`config.mk`:
```
export PLATFORM = sky130hd
export DESIGN_NAME = eeprom_write_port
export DESIGN_NICKNAME = d
export VERILOG_FILES = /design/src/rtl/eeprom_pkg.sv /design/src/rtl/stream_if.sv /design/src/rtl/eeprom_write_port.sv /design/src/rtl/word_fifo.sv
export SDC_FILE = /design/constraint.sdc
export NUM_CORES = 1
export LEC_CHECK = 0
export BUFFER_PORTS_ARGS = -buffer_cell sky130_fd_sc_hd__clkbuf_2
export CORE_ASPECT_RATIO = 0.9
export CORE_MARGIN = 5
export CORE_UTILIZATION = 45
export DETAILED_ROUTE_END_ITERATION = 10
export MAX_ROUTING_LAYER = met4
export RECOVER_POWER = 25
export SYNTH_ARGS = -nofsm -noshare
export SYNTH_HDL_FRONTEND = slang
export SYNTH_SLANG_ARGS = --single-unit
```
`constraint.sdc`:
```
create_clock -name clk -period 5.5 [get_ports clk]
set_input_delay 0.275 -clock clk [delete_from_list [all_inputs] [get_ports clk]]
set_output_delay 0.275 -clock clk [all_outputs]
set_load 0.02 [all_outputs]
```
`src/rtl/eeprom_pkg.sv`:
```
// package of constants and types for the two-wire eeprom write port
// assumes a single 250 MHz core clock; every time becomes a cycle count

package eeprom_pkg;

  // ----------------------------------------------------------------
  // timing
  // ----------------------------------------------------------------
  localparam int CLK_PERIOD_NS = 4;
  localparam int NS_PER_MS     = 1000000;
  localparam int TW_NORMAL_MS  = 10;
  localparam int TW_LONG_MS    = 20;
  // longest times, so they round down
  localparam int TW_NORMAL_CYC = TW_NORMAL_MS * NS_PER_MS / CLK_PERIOD_NS;
  localparam int TW_LONG_CYC   = TW_LONG_MS * NS_PER_MS / CLK_PERIOD_NS;
  localparam int TMR_W         = 23;

  // ----------------------------------------------------------------
  // field layout
  // ----------------------------------------------------------------
  localparam int BYTE_W     = 8;
  localparam int BLK_W      = 3;
  localparam int CODE_W     = 4;
  localparam int CODE_LSB   = 4;
  localparam int BLK_LSB    = 1;
  localparam int ROW_LSB    = 4;
  localparam int MEM_ADDR_W = BLK_W + BYTE_W;
  localparam int WORD_W     = MEM_ADDR_W + BYTE_W;
  localparam int FIFO_DEPTH = 32;
  localparam logic [3:0] BITS_PER_BYTE = 4'h8;

  // ----------------------------------------------------------------
  // reset values and identity
  // ----------------------------------------------------------------
  localparam logic MODE_RST = 1'b1;
  localparam logic WI_RST   = 1'b0;
  // arbitrary neutral device type code
  localparam logic [CODE_W-1:0] DEV_CODE_DEFAULT = 4'h6;

  // ----------------------------------------------------------------
  // states
  // ----------------------------------------------------------------
  typedef enum logic [1:0] {ST_IDLE, ST_RECV, ST_ACK, ST_PROG} dev_state_t;
  typedef enum logic [1:0] {PH_SEL, PH_ADDR, PH_DATA} phase_t;

endpackage

```
`src/rtl/stream_if.sv`:
```
// valid/ready word channel between the port logic and its fifo
// assumes both ends run on the same clock

interface stream_if #(
  parameter int W = 8
) ();
  logic [W-1:0] data;
  logic         valid;
  logic         ready;

  modport source (output data, output valid, input ready);
  modport sink   (input data, input valid, output ready);
endinterface

```
`src/rtl/eeprom_write_port.sv`:
```
// two-wire slave write path of a serial eeprom, with program cycle
// assumes scl, sda and the straps are asynchronous pins; memory
// array sits outside and takes words through mem_wr_*
//
// Operation
// - device is slave only, master clocks
// - start is sda fall, scl high
// - stop is sda rise, scl high; ends talk
// - stop after read goes to standby
// - stop after write starts timed program
// - receiver pulls sda low on ninth clock
// - sample sda on each scl rising edge
// - select byte: code, block bits, direction
// - mode high multibyte, low page write
// - acknowledge select then byte address
// - inhibit high blocks data, withholds acks
// - byte write: one byte then stop
// - multibyte: one to eight bytes, any address
// - row crossing multibyte doubles program time
// - page write: up to sixteen, one row
// - page address wraps in low four bits
// - ignore bus during program cycle
// - device detaches while programming, master polls
// - busy device leaves select unacknowledged
// - unconnected inhibit reads as low
// - unconnected mode reads as high

module eeprom_write_port
  import eeprom_pkg::*;
#(
  parameter logic [CODE_W-1:0] DEV_CODE       = DEV_CODE_DEFAULT,
  parameter bit                WC_VARIANT     = 1'b0,
  parameter int                TW_CYCLES      = TW_NORMAL_CYC,
  parameter int                TW_LONG_CYCLES = TW_LONG_CYC,
  parameter int                DEPTH          = FIFO_DEPTH
) (
  input  wire logic                               clk,
  input  wire logic                               arst_n,
  input  wire logic                               scl_i,
  input  wire logic                               sda_i,
  output logic                                    sda_o,
  output logic                                    sda_oe,
  input  wire logic                               mode_i,
  input  wire logic                               write_inhibit_input,
  output logic                                    mem_wr_valid,
  input  wire logic                               mem_wr_ready,
  output logic [eeprom_pkg::MEM_ADDR_W-1:0]       mem_wr_addr,
  output logic [eeprom_pkg::BYTE_W-1:0]           mem_wr_data,
  output logic                                    busy
);
  import eeprom_pkg::*;

  typedef struct packed {
    dev_state_t          st;
    phase_t              ph;
    logic                scl_m;
    logic                scl_s;
    logic                scl_p;
    logic                sda_m;
    logic                sda_s;
    logic                sda_p;
    logic                mode_m;
    logic                mode_s;
    logic                wi_m;
    logic                wi_s;
    logic [BYTE_W-1:0]   shift;
    logic [3:0]          bitcnt;
    logic                is_write;
    logic                inhibit;
    logic                page;
    logic [BLK_W-1:0]    blk;
    logic [BYTE_W-1:0]   addr;
    logic [BLK_W+3:0]    start_row;
    logic                long_cyc;
    logic                wr_pending;
    logic [TMR_W-1:0]    timer;
    logic                sda_lvl;
    logic                sda_oe;
    logic                busy;
    logic                mem_valid;
    logic [WORD_W-1:0]   mem_word;
  } port_state_t;

  // ----------------------------------------------------------------
  // reset image
  // ----------------------------------------------------------------
  // pin synchronisers rest at the level an open strap reads as
  localparam port_state_t RST = '{
    st: ST_IDLE, ph: PH_SEL,
    scl_m: 1'b1, scl_s: 1'b1, scl_p: 1'b1,
    sda_m: 1'b1, sda_s: 1'b1, sda_p: 1'b1,
    mode_m: MODE_RST, mode_s: MODE_RST,
    wi_m: WI_RST, wi_s: WI_RST,
    default: '0
  };

  port_state_t q;
  port_state_t d;

  stream_if #(.W(WORD_W)) wr_ch ();
  stream_if #(.W(WORD_W)) rd_ch ();

  word_fifo #(
    .W     (WORD_W),
    .DEPTH (DEPTH)
  ) u_fifo (
    .clk    (clk),
    .arst_n (arst_n),
    .in_s   (wr_ch.sink),
    .out_s  (rd_ch.source)
  );

  // ----------------------------------------------------------------
  // bus events seen through the synchronisers
  // ----------------------------------------------------------------
  logic start_evt;
  logic stop_evt;
  logic scl_rise;
  logic scl_fall;
  logic byte_end;
  logic code_ok;

  // only the second stage and its delayed copy are looked at
  assign start_evt = q.scl_s && q.scl_p && q.sda_p && !q.sda_s;
  assign stop_evt  = q.scl_s && q.scl_p && !q.sda_p && q.sda_s;
  assign scl_rise  = q.scl_s && !q.scl_p;
  assign scl_fall  = !q.scl_s && q.scl_p;
  assign byte_end  = (q.st == ST_RECV) && scl_fall &&
                     (q.bitcnt == BITS_PER_BYTE);
  assign code_ok   = (q.shift[CODE_LSB +: CODE_W] == DEV_CODE);

  // ----------------------------------------------------------------
  // next state
  // ----------------------------------------------------------------
  always_comb begin
    d = q;
    // two-stage synchronisers, plus a delayed copy for edges
    d.scl_m  = scl_i;
    d.scl_s  = q.scl_m;
    d.scl_p  = q.scl_s;
    d.sda_m  = sda_i;
    d.sda_s  = q.sda_m;
    d.sda_p  = q.sda_s;
    d.mode_m = mode_i;
    d.mode_s = q.mode_m;
    d.wi_m   = write_inhibit_input;
    d.wi_s   = q.wi_m;
    d.sda_lvl = 1'b0;

    // drain latched words into the array only while programming
    wr_ch.valid = 1'b0;
    wr_ch.data  = {q.blk, q.addr, q.shift};
    rd_ch.ready = (q.st == ST_PROG) && (!q.mem_valid || mem_wr_ready);
    if (q.mem_valid && mem_wr_ready) begin
      d.mem_valid = 1'b0;
    end
    if (rd_ch.valid && rd_ch.ready) begin
      d.mem_valid = 1'b1;
      d.mem_word  = rd_ch.data;
    end

    if (q.st == ST_PROG) begin
      // bus is not watched here, so polls get no ack
      d.sda_oe = 1'b0;
      if (q.timer != '0) begin
        d.timer = q.timer - 1'b1;
      end else if (!rd_ch.valid && !q.mem_valid) begin
        d.st   = ST_IDLE;
        d.busy = 1'b0;
      end
    end else if (start_evt) begin
      // also a repeated start; words already latched stay pending
      d.st      = ST_RECV;
      d.ph      = PH_SEL;
      d.bitcnt  = '0;
      d.sda_oe  = 1'b0;
      d.inhibit = WC_VARIANT && q.wi_s;
      d.page    = WC_VARIANT || !q.mode_s;
    end else if (stop_evt) begin
      d.sda_oe = 1'b0;
      if (q.wr_pending) begin
        // long count only when a multibyte burst left its row
        d.st    = ST_PROG;
        d.busy  = 1'b1;
        d.timer = q.long_cyc ? TMR_W'(TW_LONG_CYCLES - 1)
                             : TMR_W'(TW_CYCLES - 1);
        d.wr_pending = 1'b0;
        d.long_cyc   = 1'b0;
      end else begin
        d.st = ST_IDLE;
      end
    end else begin
      unique case (q.st)
        ST_IDLE: begin
          d.sda_oe = 1'b0;
        end
        ST_RECV: begin
          if (WC_VARIANT && q.wi_s && q.ph != PH_DATA) begin
            d.inhibit = 1'b1;
          end
          if (scl_rise && q.bitcnt != BITS_PER_BYTE) begin
            d.shift  = {q.shift[BYTE_W-2:0], q.sda_s};
            d.bitcnt = q.bitcnt + 1'b1;
          end
          if (byte_end) begin
            d.st = ST_ACK;
            unique case (q.ph)
              PH_SEL: begin
                // read direction belongs to the read path
                if (!code_ok || q.shift[0]) begin
                  d.st = ST_IDLE;
                end else begin
                  d.is_write = 1'b1;
                  d.blk      = q.shift[BLK_LSB +: BLK_W];
                  d.ph       = PH_ADDR;
                  d.sda_oe   = 1'b1;
                end
              end
              PH_ADDR: begin
                d.addr      = q.shift;
                d.start_row = {q.blk, q.shift[BYTE_W-1:ROW_LSB]};
                d.ph        = PH_DATA;
                d.sda_oe    = 1'b1;
                if (WC_VARIANT && q.wi_s) begin
                  d.inhibit = 1'b1;
                end
              end
              PH_DATA: begin
                if (!q.inhibit) begin
                  wr_ch.valid = 1'b1;
                end
                // full buffer refuses the byte by withholding ack
                if (!q.inhibit && wr_ch.ready) begin
                  d.sda_oe     = 1'b1;
                  d.wr_pending = 1'b1;
                  if (q.page) begin
                    d.addr[ROW_LSB-1:0] = q.addr[ROW_LSB-1:0] + 1'b1;
                  end else begin
                    d.addr = q.addr + 1'b1;
                  end
                  if (!q.page &&
                      {q.blk, q.addr[BYTE_W-1:ROW_LSB]} != q.start_row) begin
                    d.long_cyc = 1'b1;
                  end
                end
              end
              default: begin
                d.st = ST_IDLE;
              end
            endcase
          end
        end
        ST_ACK: begin
          // hold the ninth bit through its whole high phase
          if (scl_fall) begin
            d.sda_oe = 1'b0;
            d.bitcnt = '0;
            d.st     = ST_RECV;
          end
        end
        ST_PROG: begin
          d.st = ST_PROG;
        end
      endcase
    end
  end

  // ----------------------------------------------------------------
  // registers
  // ----------------------------------------------------------------
  always_ff @(posedge clk or negedge arst_n) begin
    if (!arst_n) begin
      q <= RST;
    end else begin
      q <= d;
    end
  end

  // outputs, each straight from a register
  assign sda_o        = q.sda_lvl;
  assign sda_oe       = q.sda_oe;
  assign busy         = q.busy;
  assign mem_wr_valid = q.mem_valid;
  assign mem_wr_addr  = q.mem_word[WORD_W-1:BYTE_W];
  assign mem_wr_data  = q.mem_word[BYTE_W-1:0];

  // ----------------------------------------------------------------
  // checks
  // ----------------------------------------------------------------
  property p_drive_only_ack;
    @(posedge clk) disable iff (!arst_n)
    q.sda_oe |-> (q.st == ST_ACK) && !q.sda_lvl;
  endproperty
  a_drive_only_ack: assert property (p_drive_only_ack)
    else $error("sda driven outside an acknowledge slot");

  property p_quiet_in_prog;
    @(posedge clk) disable iff (!arst_n)
    (q.st == ST_PROG) |-> !q.sda_oe && q.busy;
  endproperty
  a_quiet_in_prog: assert property (p_quiet_in_prog)
    else $error("device answered during program cycle");

  property p_stop_programs;
    @(posedge clk) disable iff (!arst_n)
    stop_evt && q.st != ST_PROG && q.wr_pending
      |=> q.st == ST_PROG ##1 q.st == ST_PROG;
  endproperty
  a_stop_programs: assert property (p_stop_programs)
    else $error("stop after write did not start program cycle");

  property p_stop_standby;
    @(posedge clk) disable iff (!arst_n)
    stop_evt && q.st != ST_PROG && !q.wr_pending |=> q.st == ST_IDLE;
  endproperty
  a_stop_standby: assert property (p_stop_standby)
    else $error("stop without data did not return to standby");

  property p_start_arms;
    @(posedge clk) disable iff (!arst_n)
    start_evt && q.st != ST_PROG
      |=> q.st == ST_RECV && q.bitcnt == '0 && q.ph == PH_SEL;
  endproperty
  a_start_arms: assert property (p_start_arms)
    else $error("start did not arm select byte reception");

  property p_sample_rise;
    @(posedge clk) disable iff (!arst_n)
    q.st == ST_RECV && scl_rise && q.bitcnt != BITS_PER_BYTE
      && !start_evt && !stop_evt
      |=> q.shift[0] == $past(q.sda_s) && q.bitcnt == $past(q.bitcnt) + 1;
  endproperty
  a_sample_rise: assert property (p_sample_rise)
    else $error("bit not sampled on scl rising edge");

  property p_page_wrap;
    @(posedge clk) disable iff (!arst_n)
    wr_ch.valid && wr_ch.ready && q.page
      |=> q.addr[BYTE_W-1:ROW_LSB] == $past(q.addr[BYTE_W-1:ROW_LSB]);
  endproperty
  a_page_wrap: assert property (p_page_wrap)
    else $error("page address left its row");

  property p_inhibit_blocks;
    @(posedge clk) disable iff (!arst_n)
    byte_end && q.ph == PH_DATA && q.inhibit
      && !start_evt && !stop_evt |-> !wr_ch.valid ##1 !q.sda_oe;
  endproperty
  a_inhibit_blocks: assert property (p_inhibit_blocks)
    else $error("inhibited data byte was latched or acknowledged");

  property p_foreign_code;
    @(posedge clk) disable iff (!arst_n)
    byte_end && q.ph == PH_SEL && !code_ok && !start_evt && !stop_evt
      |=> q.st == ST_IDLE && !q.sda_oe;
  endproperty
  a_foreign_code: assert property (p_foreign_code)
    else $error("foreign device code was answered");

  property p_ack_held;
    @(posedge clk) disable iff (!arst_n)
    $rose(q.sda_oe) |-> q.sda_oe [*3];
  endproperty
  a_ack_held: assert property (p_ack_held)
    else $error("acknowledge released too early");

endmodule

```
`src/rtl/word_fifo.sv`:
```
// synchronous fifo with registered read data
// assumes DEPTH is a power of two and one clock for both sides

module word_fifo #(
  parameter int W     = 8,
  parameter int DEPTH = 32
) (
  input wire logic clk,
  input wire logic arst_n,
  stream_if.sink   in_s,
  stream_if.source out_s
);
  localparam int AW = $clog2(DEPTH);
  localparam logic [AW:0] CNT_FULL = (AW+1)'(DEPTH);

  typedef struct packed {
    logic [DEPTH-1:0][W-1:0] mem;
    logic [AW-1:0]           wp;
    logic [AW-1:0]           rp;
    logic [AW:0]             cnt;
    logic                    ov;
    logic [W-1:0]            od;
  } fifo_state_t;

  fifo_state_t q;
  fifo_state_t d;
  logic        push;
  logic        pop;

  // ----------------------------------------------------------------
  // next state
  // ----------------------------------------------------------------
  // output register refills as soon as it empties or is taken
  always_comb begin
    d = q;
    in_s.ready = (q.cnt != CNT_FULL);
    push = in_s.valid && in_s.ready;
    pop = (q.cnt != '0) && (!q.ov || out_s.ready);
    if (q.ov && out_s.ready) begin
      d.ov = 1'b0;
    end
    if (pop) begin
      d.od = q.mem[q.rp];
      d.ov = 1'b1;
      d.rp = q.rp + 1'b1;
    end
    if (push) begin
      d.mem[q.wp] = in_s.data;
      d.wp = q.wp + 1'b1;
    end
    d.cnt = q.cnt + (AW+1)'(push) - (AW+1)'(pop);
  end

  // ----------------------------------------------------------------
  // registers
  // ----------------------------------------------------------------
  always_ff @(posedge clk or negedge arst_n) begin
    if (!arst_n) begin
      q <= '0;
    end else begin
      q <= d;
    end
  end

  assign out_s.valid = q.ov;
  assign out_s.data  = q.od;
endmodule

```
==> metrics.txt, run 1 <==
initial DRC count=around 1,300; syn nets=about 2,400; final instance area=about 38,000 µm²; MaxCap Viol Count=1; violated checks=max-capacitance violations, max-slew violations; Worst slew margin=-1.02; Mapped Cells=around 2,400; register area share after synthesis=0.524; actual slew at the worst max-slew pin=3040 ps; clk root buf=clkbuf_16; drt total wl=between 80,000 and 90,000 µm; largest net degree at the start of global routing=~190; Arr. time, crit path=3980 ps; Post-DP HPWL=around 49,000 µm; effective utilization at floorplan=0.452; EDFF count, synth=0; Resize count post-CTS=0; die width=304 µm; Min-Delay Path Depth=3; worst vdd ir=0.211 mV; Area growth, synth to finish=9.64%; layout cells sized above 1=0.426; leading area contributor after synthesis=dfrtp_1; final hold violations=0; Worst Hold Path EP=mem_wr_valid; R2R Setup Slk=2040 ps; initial antenna violation count=0; All-Layer GR Usage=0.206; DR WL/cell=roughly 24 µm; Core Area=approximately 78,000 µm²; post-synth top area share=0.518; setup_tns=0 ps; Hold Slack=roughly 46 ps; port bufs=27; R2R depth=5; clk slew on worst S/H paths=around 60 ps; Crit Path Category=reg2reg; Cell Rows=between 90 and 100; clk_skew=between 15 and 20 ps; RSZ-0062 raised after global routing=no; CTS max path bufs=3; Final Non-Filler Cells=approximately 3,400; Synth warnings=0; DR pass1 iterations=5; Slew Viols, Final=~110; Syn Std Cell Area=35,100 µm²; # setup viols final=0; final net count=about 2,400; crit-path max FO=12; Hold WC Path Type=in2reg; H-tree Lvls=3; Die Area=roughly 84,000 µm²; largest family of logic cells by synthesized area=multiplexers; outcome=complete, but fails checks; # clock sinks=734; WP data required=between 6000 and 7000 ps; Compound-Gate Fraction of Synth Area=0.0452; post-route ant nets=0; total CTS buffers=between 70 and 80; Placed Instance Area=approximately 36,000 µm²; n_diodes=0; critical path startpoint category=flip-flop; Placed Cells incl. Taps=around 3,300; DRC=0; Post-Synth XOR/XNOR Area=0.00599; post-synth cell types=just over 70; Final Util=0.496; Via-to-Cell Ratio=~5.8; grt total ovfl=0; main area contributors after synthesis=dfrtp_1, mux2_2, mux2_4, mux4_2, mux2i_1; Cell Pwr Density=about 310 nW/µm²; vias in the first global route=roughly 21,000; Worst R2R End=q[34]; Ports=30; CTS tree=built; Crit. End Element=flip-flop; simple-gate share of the synthesized area=0.0454; mux contribution to synthesized area=0.336; chip height=approximately 270 µm; first-pass GRT wire length=around 130,000 µm; Final Critical Period=3460 ps; Most used DFF post-synth=dfrtp_1; adder-cell area share of the yosys netlist=0.00842; Tcrit/Tclk final=0.630; P_leak=between 15 and 20 nW; Yosys reg bits=about 730; Filler Cells Inserted=between 6,000 and 7,000; worst-skew pair later-pin latency=about 630 ps; syn_area_per_cell=14.6 µm²; vias=19,900; f_max=289 MHz; GP Congestion=a little over 0.8; R2R Path Start=q[31]; hold_sp=mem_wr_ready; ys async rst share=1.00
-- layer usage --
metal / GRT usage / vias up / part of all wire
met4: 0.0473 / 0 / 0.019
li1: - / 8678 / -
met1: 0.287 / 10700 / 0.47
met5: - / - / 0
met2: 0.329 / 404 / 0.48
met3: 0.0270 / 119 / 0.036
-- report_power, final --
part / total (mW) / internal (mW) / switching, mW
Combinational: 0.809 / 0.273 / 0.536
Sequential: 5.68 / 5.48 / 0.200
Clock: 5.36 / 3.18 / 2.18
Total: 11.8 / 8.93 / 2.91
-- worst max-delay path by stage --
stage,from,end,slack (ps),cells past startpoint
after floorplan,q[94],u_fifo.q[24],2550,15
after global placement,q[91],u_fifo.q[395],2190,7
after detailed placement,q[31],q[34],2100,5
after CTS,q[30],q[34],2060,5
final,q[31],q[34],2040,5
after global routing,arst_n,u_fifo.q[437],1560,3
-- cells in the mapped netlist, types with 10 or more instances --
master,n
nor2_1,47
clkbuf_1,146
nand2b_1,25
nor3_1,32
o21ai_0,72
nand4_1,30
a21oi_1,57
dfrtp_1,726
xor2_1,12
nand3_1,17
buf_2,19
a221oi_1,19
o221a_2,19
mux2_4,240
mux2i_1,80
xnor2_1,12
buf_6,26
inv_1,28
mux2_2,426
buf_1,10
nand2_1,37
ha_1,22
nand2_4,24
a211oi_1,22
mux4_2,114
buf_4,21
-- cells by family (layout without fill, tap and decap cells) --
logic type | Yosys count | count (layout)
buf+inv | 251 | 244
mux | 860 | 860
fa+ha+maj | 23 | 23
xor+xnor | 24 | 24
simple gates | 264 | 264
flops | 734 | 734
compound gates | 238 | 238
other cells | 1 | 1
-- sequential cells by signal, indices dropped and copies added (netlist names) --
| register | cells |
|---|---|
| busy | 1 |
| d | 5 |
| mem_wr_addr | 11 |
| mem_wr_data | 8 |
| mem_wr_valid | 1 |
| q | 63 |
| sda_oe | 1 |
| u_fifo.out_s.data | 19 |
| u_fifo.out_s.valid | 1 |
| u_fifo.q | 624 |
-- per-stage QoR --
stage | setup WS, ps | total power [mW]
finish | 2040 | 11.8
global placement | 2190 | 6.56
detailed placement | 2100 | 6.60
global route | 1560 | 12.3
CTS | 2060 | 12.0
floorplan | 2550 | 6.24
-- worst max-delay path: stages, from the launching register on --
cell and delay [ps]:
dfrtp_1 400, nor4_1 810, nand4_1 590, o21ai_0 1100
o21ai_0 250, a21o_1 210
-- repair_timing --
action,4_1_cts,5_1_grt
endpoints found under the hold margin,106,0
hold buffers,4,0
setup buffers,0,0
-- layout by cell type (no fill, tap or decap), types with 6 or more instances in the layout --
| cell | count |
|---|---|
| clkbuf_16 | 81 |
| mux2_2 | 426 |
| nor2_1 | 47 |
| nand2_4 | 24 |
| dfrtp_1 | 722 |
| a211oi_1 | 22 |
| o221a_2 | 19 |
| clkinv_2 | 12 |
| clkbuf_8 | 22 |
| nand4_1 | 30 |
| mux2i_1 | 80 |
| o22ai_1 | 7 |
| xor2_1 | 12 |
| clkbuf_1 | 37 |
| and3_1 | 6 |
| nand3_1 | 17 |
| nor4_1 | 9 |
| a221oi_1 | 19 |
| nand2b_1 | 25 |
| nor3_1 | 32 |
| xnor2_1 | 12 |
| a21oi_1 | 57 |
| buf_4 | 36 |
| buf_12 | 8 |
| nand2_1 | 37 |
| o21ai_0 | 72 |
| mux4_2 | 114 |
| inv_1 | 28 |
| ha_1 | 22 |
| mux2_4 | 240 |
-- area by class of cell --
class                   instances  area (µm²)  area share
clock buffers                 118        2390      0.0620
clock inverters                23         238     0.00618
inverters                      28         105     0.00273
multi-input cells            1410       15500       0.402
flip-flops and latches        734       18400       0.478
well taps                    1039        1300      0.0338
repair buffers                 75         578      0.0150
(Power assumes the default switching activity.)
==> run 2, diff against run 1 <==
- clock period: 5.5 -> 3.6 ns (I/O delays scaled with it)
==> metrics.txt, run 2 (synthesized netlist as in run 1, its figures left out) <==
outcome=complete, but fails checks (unchanged); violated checks=max-capacitance violations, max-slew violations (unchanged); Sw Ratio=0.246 (about the same); Crit. End Element=flip-flop (unchanged); Arr. time, crit path=3360 ps (was 3980 ps); clk root buf=clkbuf_16 (unchanged); Logic pwr share=0.070 (was 0.068); sequential share of power=0.474 (was 0.479); register bank with the most flops=u_fifo.q (unchanged); final net count=2,402 (was 2,358); max reg flops=624 (unchanged); initial DRC count=1,358 (was 1,250); clk slew on worst S/H paths=60 ps (about the same); final hold violations=0 (unchanged); Placed Instance Area=36,200 µm² (was 35,800 µm²); # clock sinks=734 (unchanged); most common library cell in the layout ignoring fill and taps=dfrtp_1 (unchanged); Via-to-Cell Ratio=5.81 (was 5.82); Hold WC Path Type=in2reg (unchanged); largest stage delay on the critical path=600 ps (was 1100 ps); Core Area=77,600 µm² (unchanged); Hold Slack=196 ps (was 45.9 ps); CTS tree=built (unchanged); clk_skew=23.7 ps (was 17.8 ps); DR pass1 iterations=6 (was 5); DR WL/cell=24.6 µm (was 24.4 µm); # setup viols final=0 (unchanged); Slowest-stage cell, CP=or3_1 (was o21ai_0); initial antenna violation count=0 (unchanged); port bufs=27 (unchanged); P_leak=19.8 nW (was 19.6 nW); Die Area=83,600 µm² (unchanged); first-pass GRT wire length=134,000 µm (was 131,000 µm); H-tree Lvls=3 (unchanged); chip height=275 µm (unchanged); layout cells sized above 1=0.441 (was 0.426); crit-path max FO=19 (was 12); GP Congestion=0.795 (was 0.805); largest net degree at the start of global routing=105 (was 188); Post-DP HPWL=51,600 µm (was 49,200 µm); RSZ-0062 raised after global routing=no (unchanged); Cell Pwr Density=471 nW/µm² (was 308 nW/µm²); Clock power frac=0.457 (was 0.453); Ports=30 (unchanged); Bufs and invs on worst path=2 (was 0); worst-skew pair later-pin latency=630 ps (about the same); final instance area=38,900 µm² (was 38,500 µm²); Cell Rows=97 (unchanged); Final Util=0.501 (was 0.496); Reg area=18,400 µm² (unchanged); cell internal pwr=13.8 mW (was 8.93 mW); Filler Cells Inserted=6,444 (was 6,536); Final Critical Period=2850 ps (was 3460 ps); effective utilization at floorplan=0.452 (unchanged); NetSw=4.51 mW (was 2.91 mW); die width=304 µm (unchanged); CTS max path bufs=3 (unchanged); vias=20,200 (was 19,900); Tcrit/Tclk final=0.792 (was 0.630); drt total wl=85,200 µm (was 83,500 µm); CP Cell Sequence=inv_1 > ha_1 > nand3b_1 > or3_1 > nor3_4 > buf_4 > nand2_4 > mux2_4 (was nor4_1 > nand4_1 > o21ai_0 > o21ai_0 > a21o_1); worst vdd ir=0.538 mV (was 0.211 mV); total CTS buffers=80 (was 79); post-route ant nets=0 (unchanged); Area growth, synth to finish=10.9% (was 9.64%); area of the multi-input gates=15,500 µm² (unchanged); Slew Viols, Final=117 (was 107); vias in the first global route=21,600 (was 21,300); CP delay by family, top=simple AND/OR/NAND/NOR gates (was compound AO/OA/AOI/OAI gates); MaxCap Viol Count=3 (was 1); setup_tns=0 ps (unchanged); DRC=0 (unchanged); most frequent cells in the layout=dfrtp_1, mux2_2, mux2_4, mux4_2, clkbuf_16 (unchanged); critical path startpoint category=flip-flop (unchanged); f_max=351 MHz (was 289 MHz); actual slew at the worst max-slew pin=1960 ps (was 3040 ps); Worst slew margin=-0.309 (was -1.02); Resize count post-CTS=0 (unchanged); WP data required=4110 ps (was 6020 ps); Crit Path Category=reg2reg (unchanged); All-Layer GR Usage=0.211 (was 0.206); grt total ovfl=0 (unchanged)
==> run 2: cell types whose count changed in the layout (fill, tap and decap cells not counted), sizes merged, moves of 2 or more <==
cell	delta
buf	+32
bufinv	+2
clkbuf	+8
clkinv	-2
clkinvlp	+2
==> run 2: layout make-up <==
class / instances / area share
multi-input cells: 1410 / 0.398
inverters: 28 / 0.00270
clock inverters: 24 / 0.00795
well taps: 1039 / 0.0334
flip-flops and latches: 734 / 0.473
repair buffers: 118 / 0.0244
diodes: 1 / 0.0000644
clock buffers: 117 / 0.0610
==> run 2: final timing paths <==
path,startpoint,end,slack [ps],cells after the start
max,q[69],u_fifo.q[391],750,8
max reg2reg,q[69],u_fifo.q[391],750,8
min reg2reg,d[83],q[83],360,0
min,scl_i,d[89],200,2
max in group asynchronous,arst_n,u_fifo.q[527],810,3
min in group asynchronous,arst_n,u_fifo.q[50],220,2
==> run 2: what timing repair did <==
item                                   4_1_cts  5_1_grt
hold buffers                                 5        0
endpoints found under the hold margin       89        0
buffers inserted                             0        0
==> run 2: through the flow <==
stage / total power [mW] / setup slack [ps] / std cells
2_1_floorplan: 9.53 / 649 / 2395
3_3_place_gp: 10.1 / 761 / 3324
3_5_place_dp: 10.1 / 762 / 3324
4_1_cts: 18.5 / 740 / 3470
5_1_grt: 19.0 / 310 / 3470
6_report: 18.3 / 748 / 3471
==> run 2: metal layers <==
layer / vias to the layer above / GRT usage / share of wire
met1: 10900 / 0.289 / 0.47
met4: 0 / 0.0500 / 0.020
li1: 8758 / - / -
met2: 373 / 0.343 / 0.48
met5: - / - / 0
met3: 130 / 0.0239 / 0.030
==> run 2: power groups by stage <==
stage	Clock (mW)	Combinational, mW	Sequential, mW
detailed placement	0	1.29	8.82
CTS	8.57	1.30	8.67
finish	8.37	1.27	8.68
floorplan	0	0.964	8.57
global route	8.92	1.42	8.69
global placement	0	1.25	8.80
==> run 2: worst register-to-register path: stages (launching register included) <==
cell and delay, ps:
dfrtp_1 420, inv_1 80, ha_1 140, nand3b_1 150, or3_1 600, nor3_4 240, buf_4 310, nand2_4 350
mux2_4 460
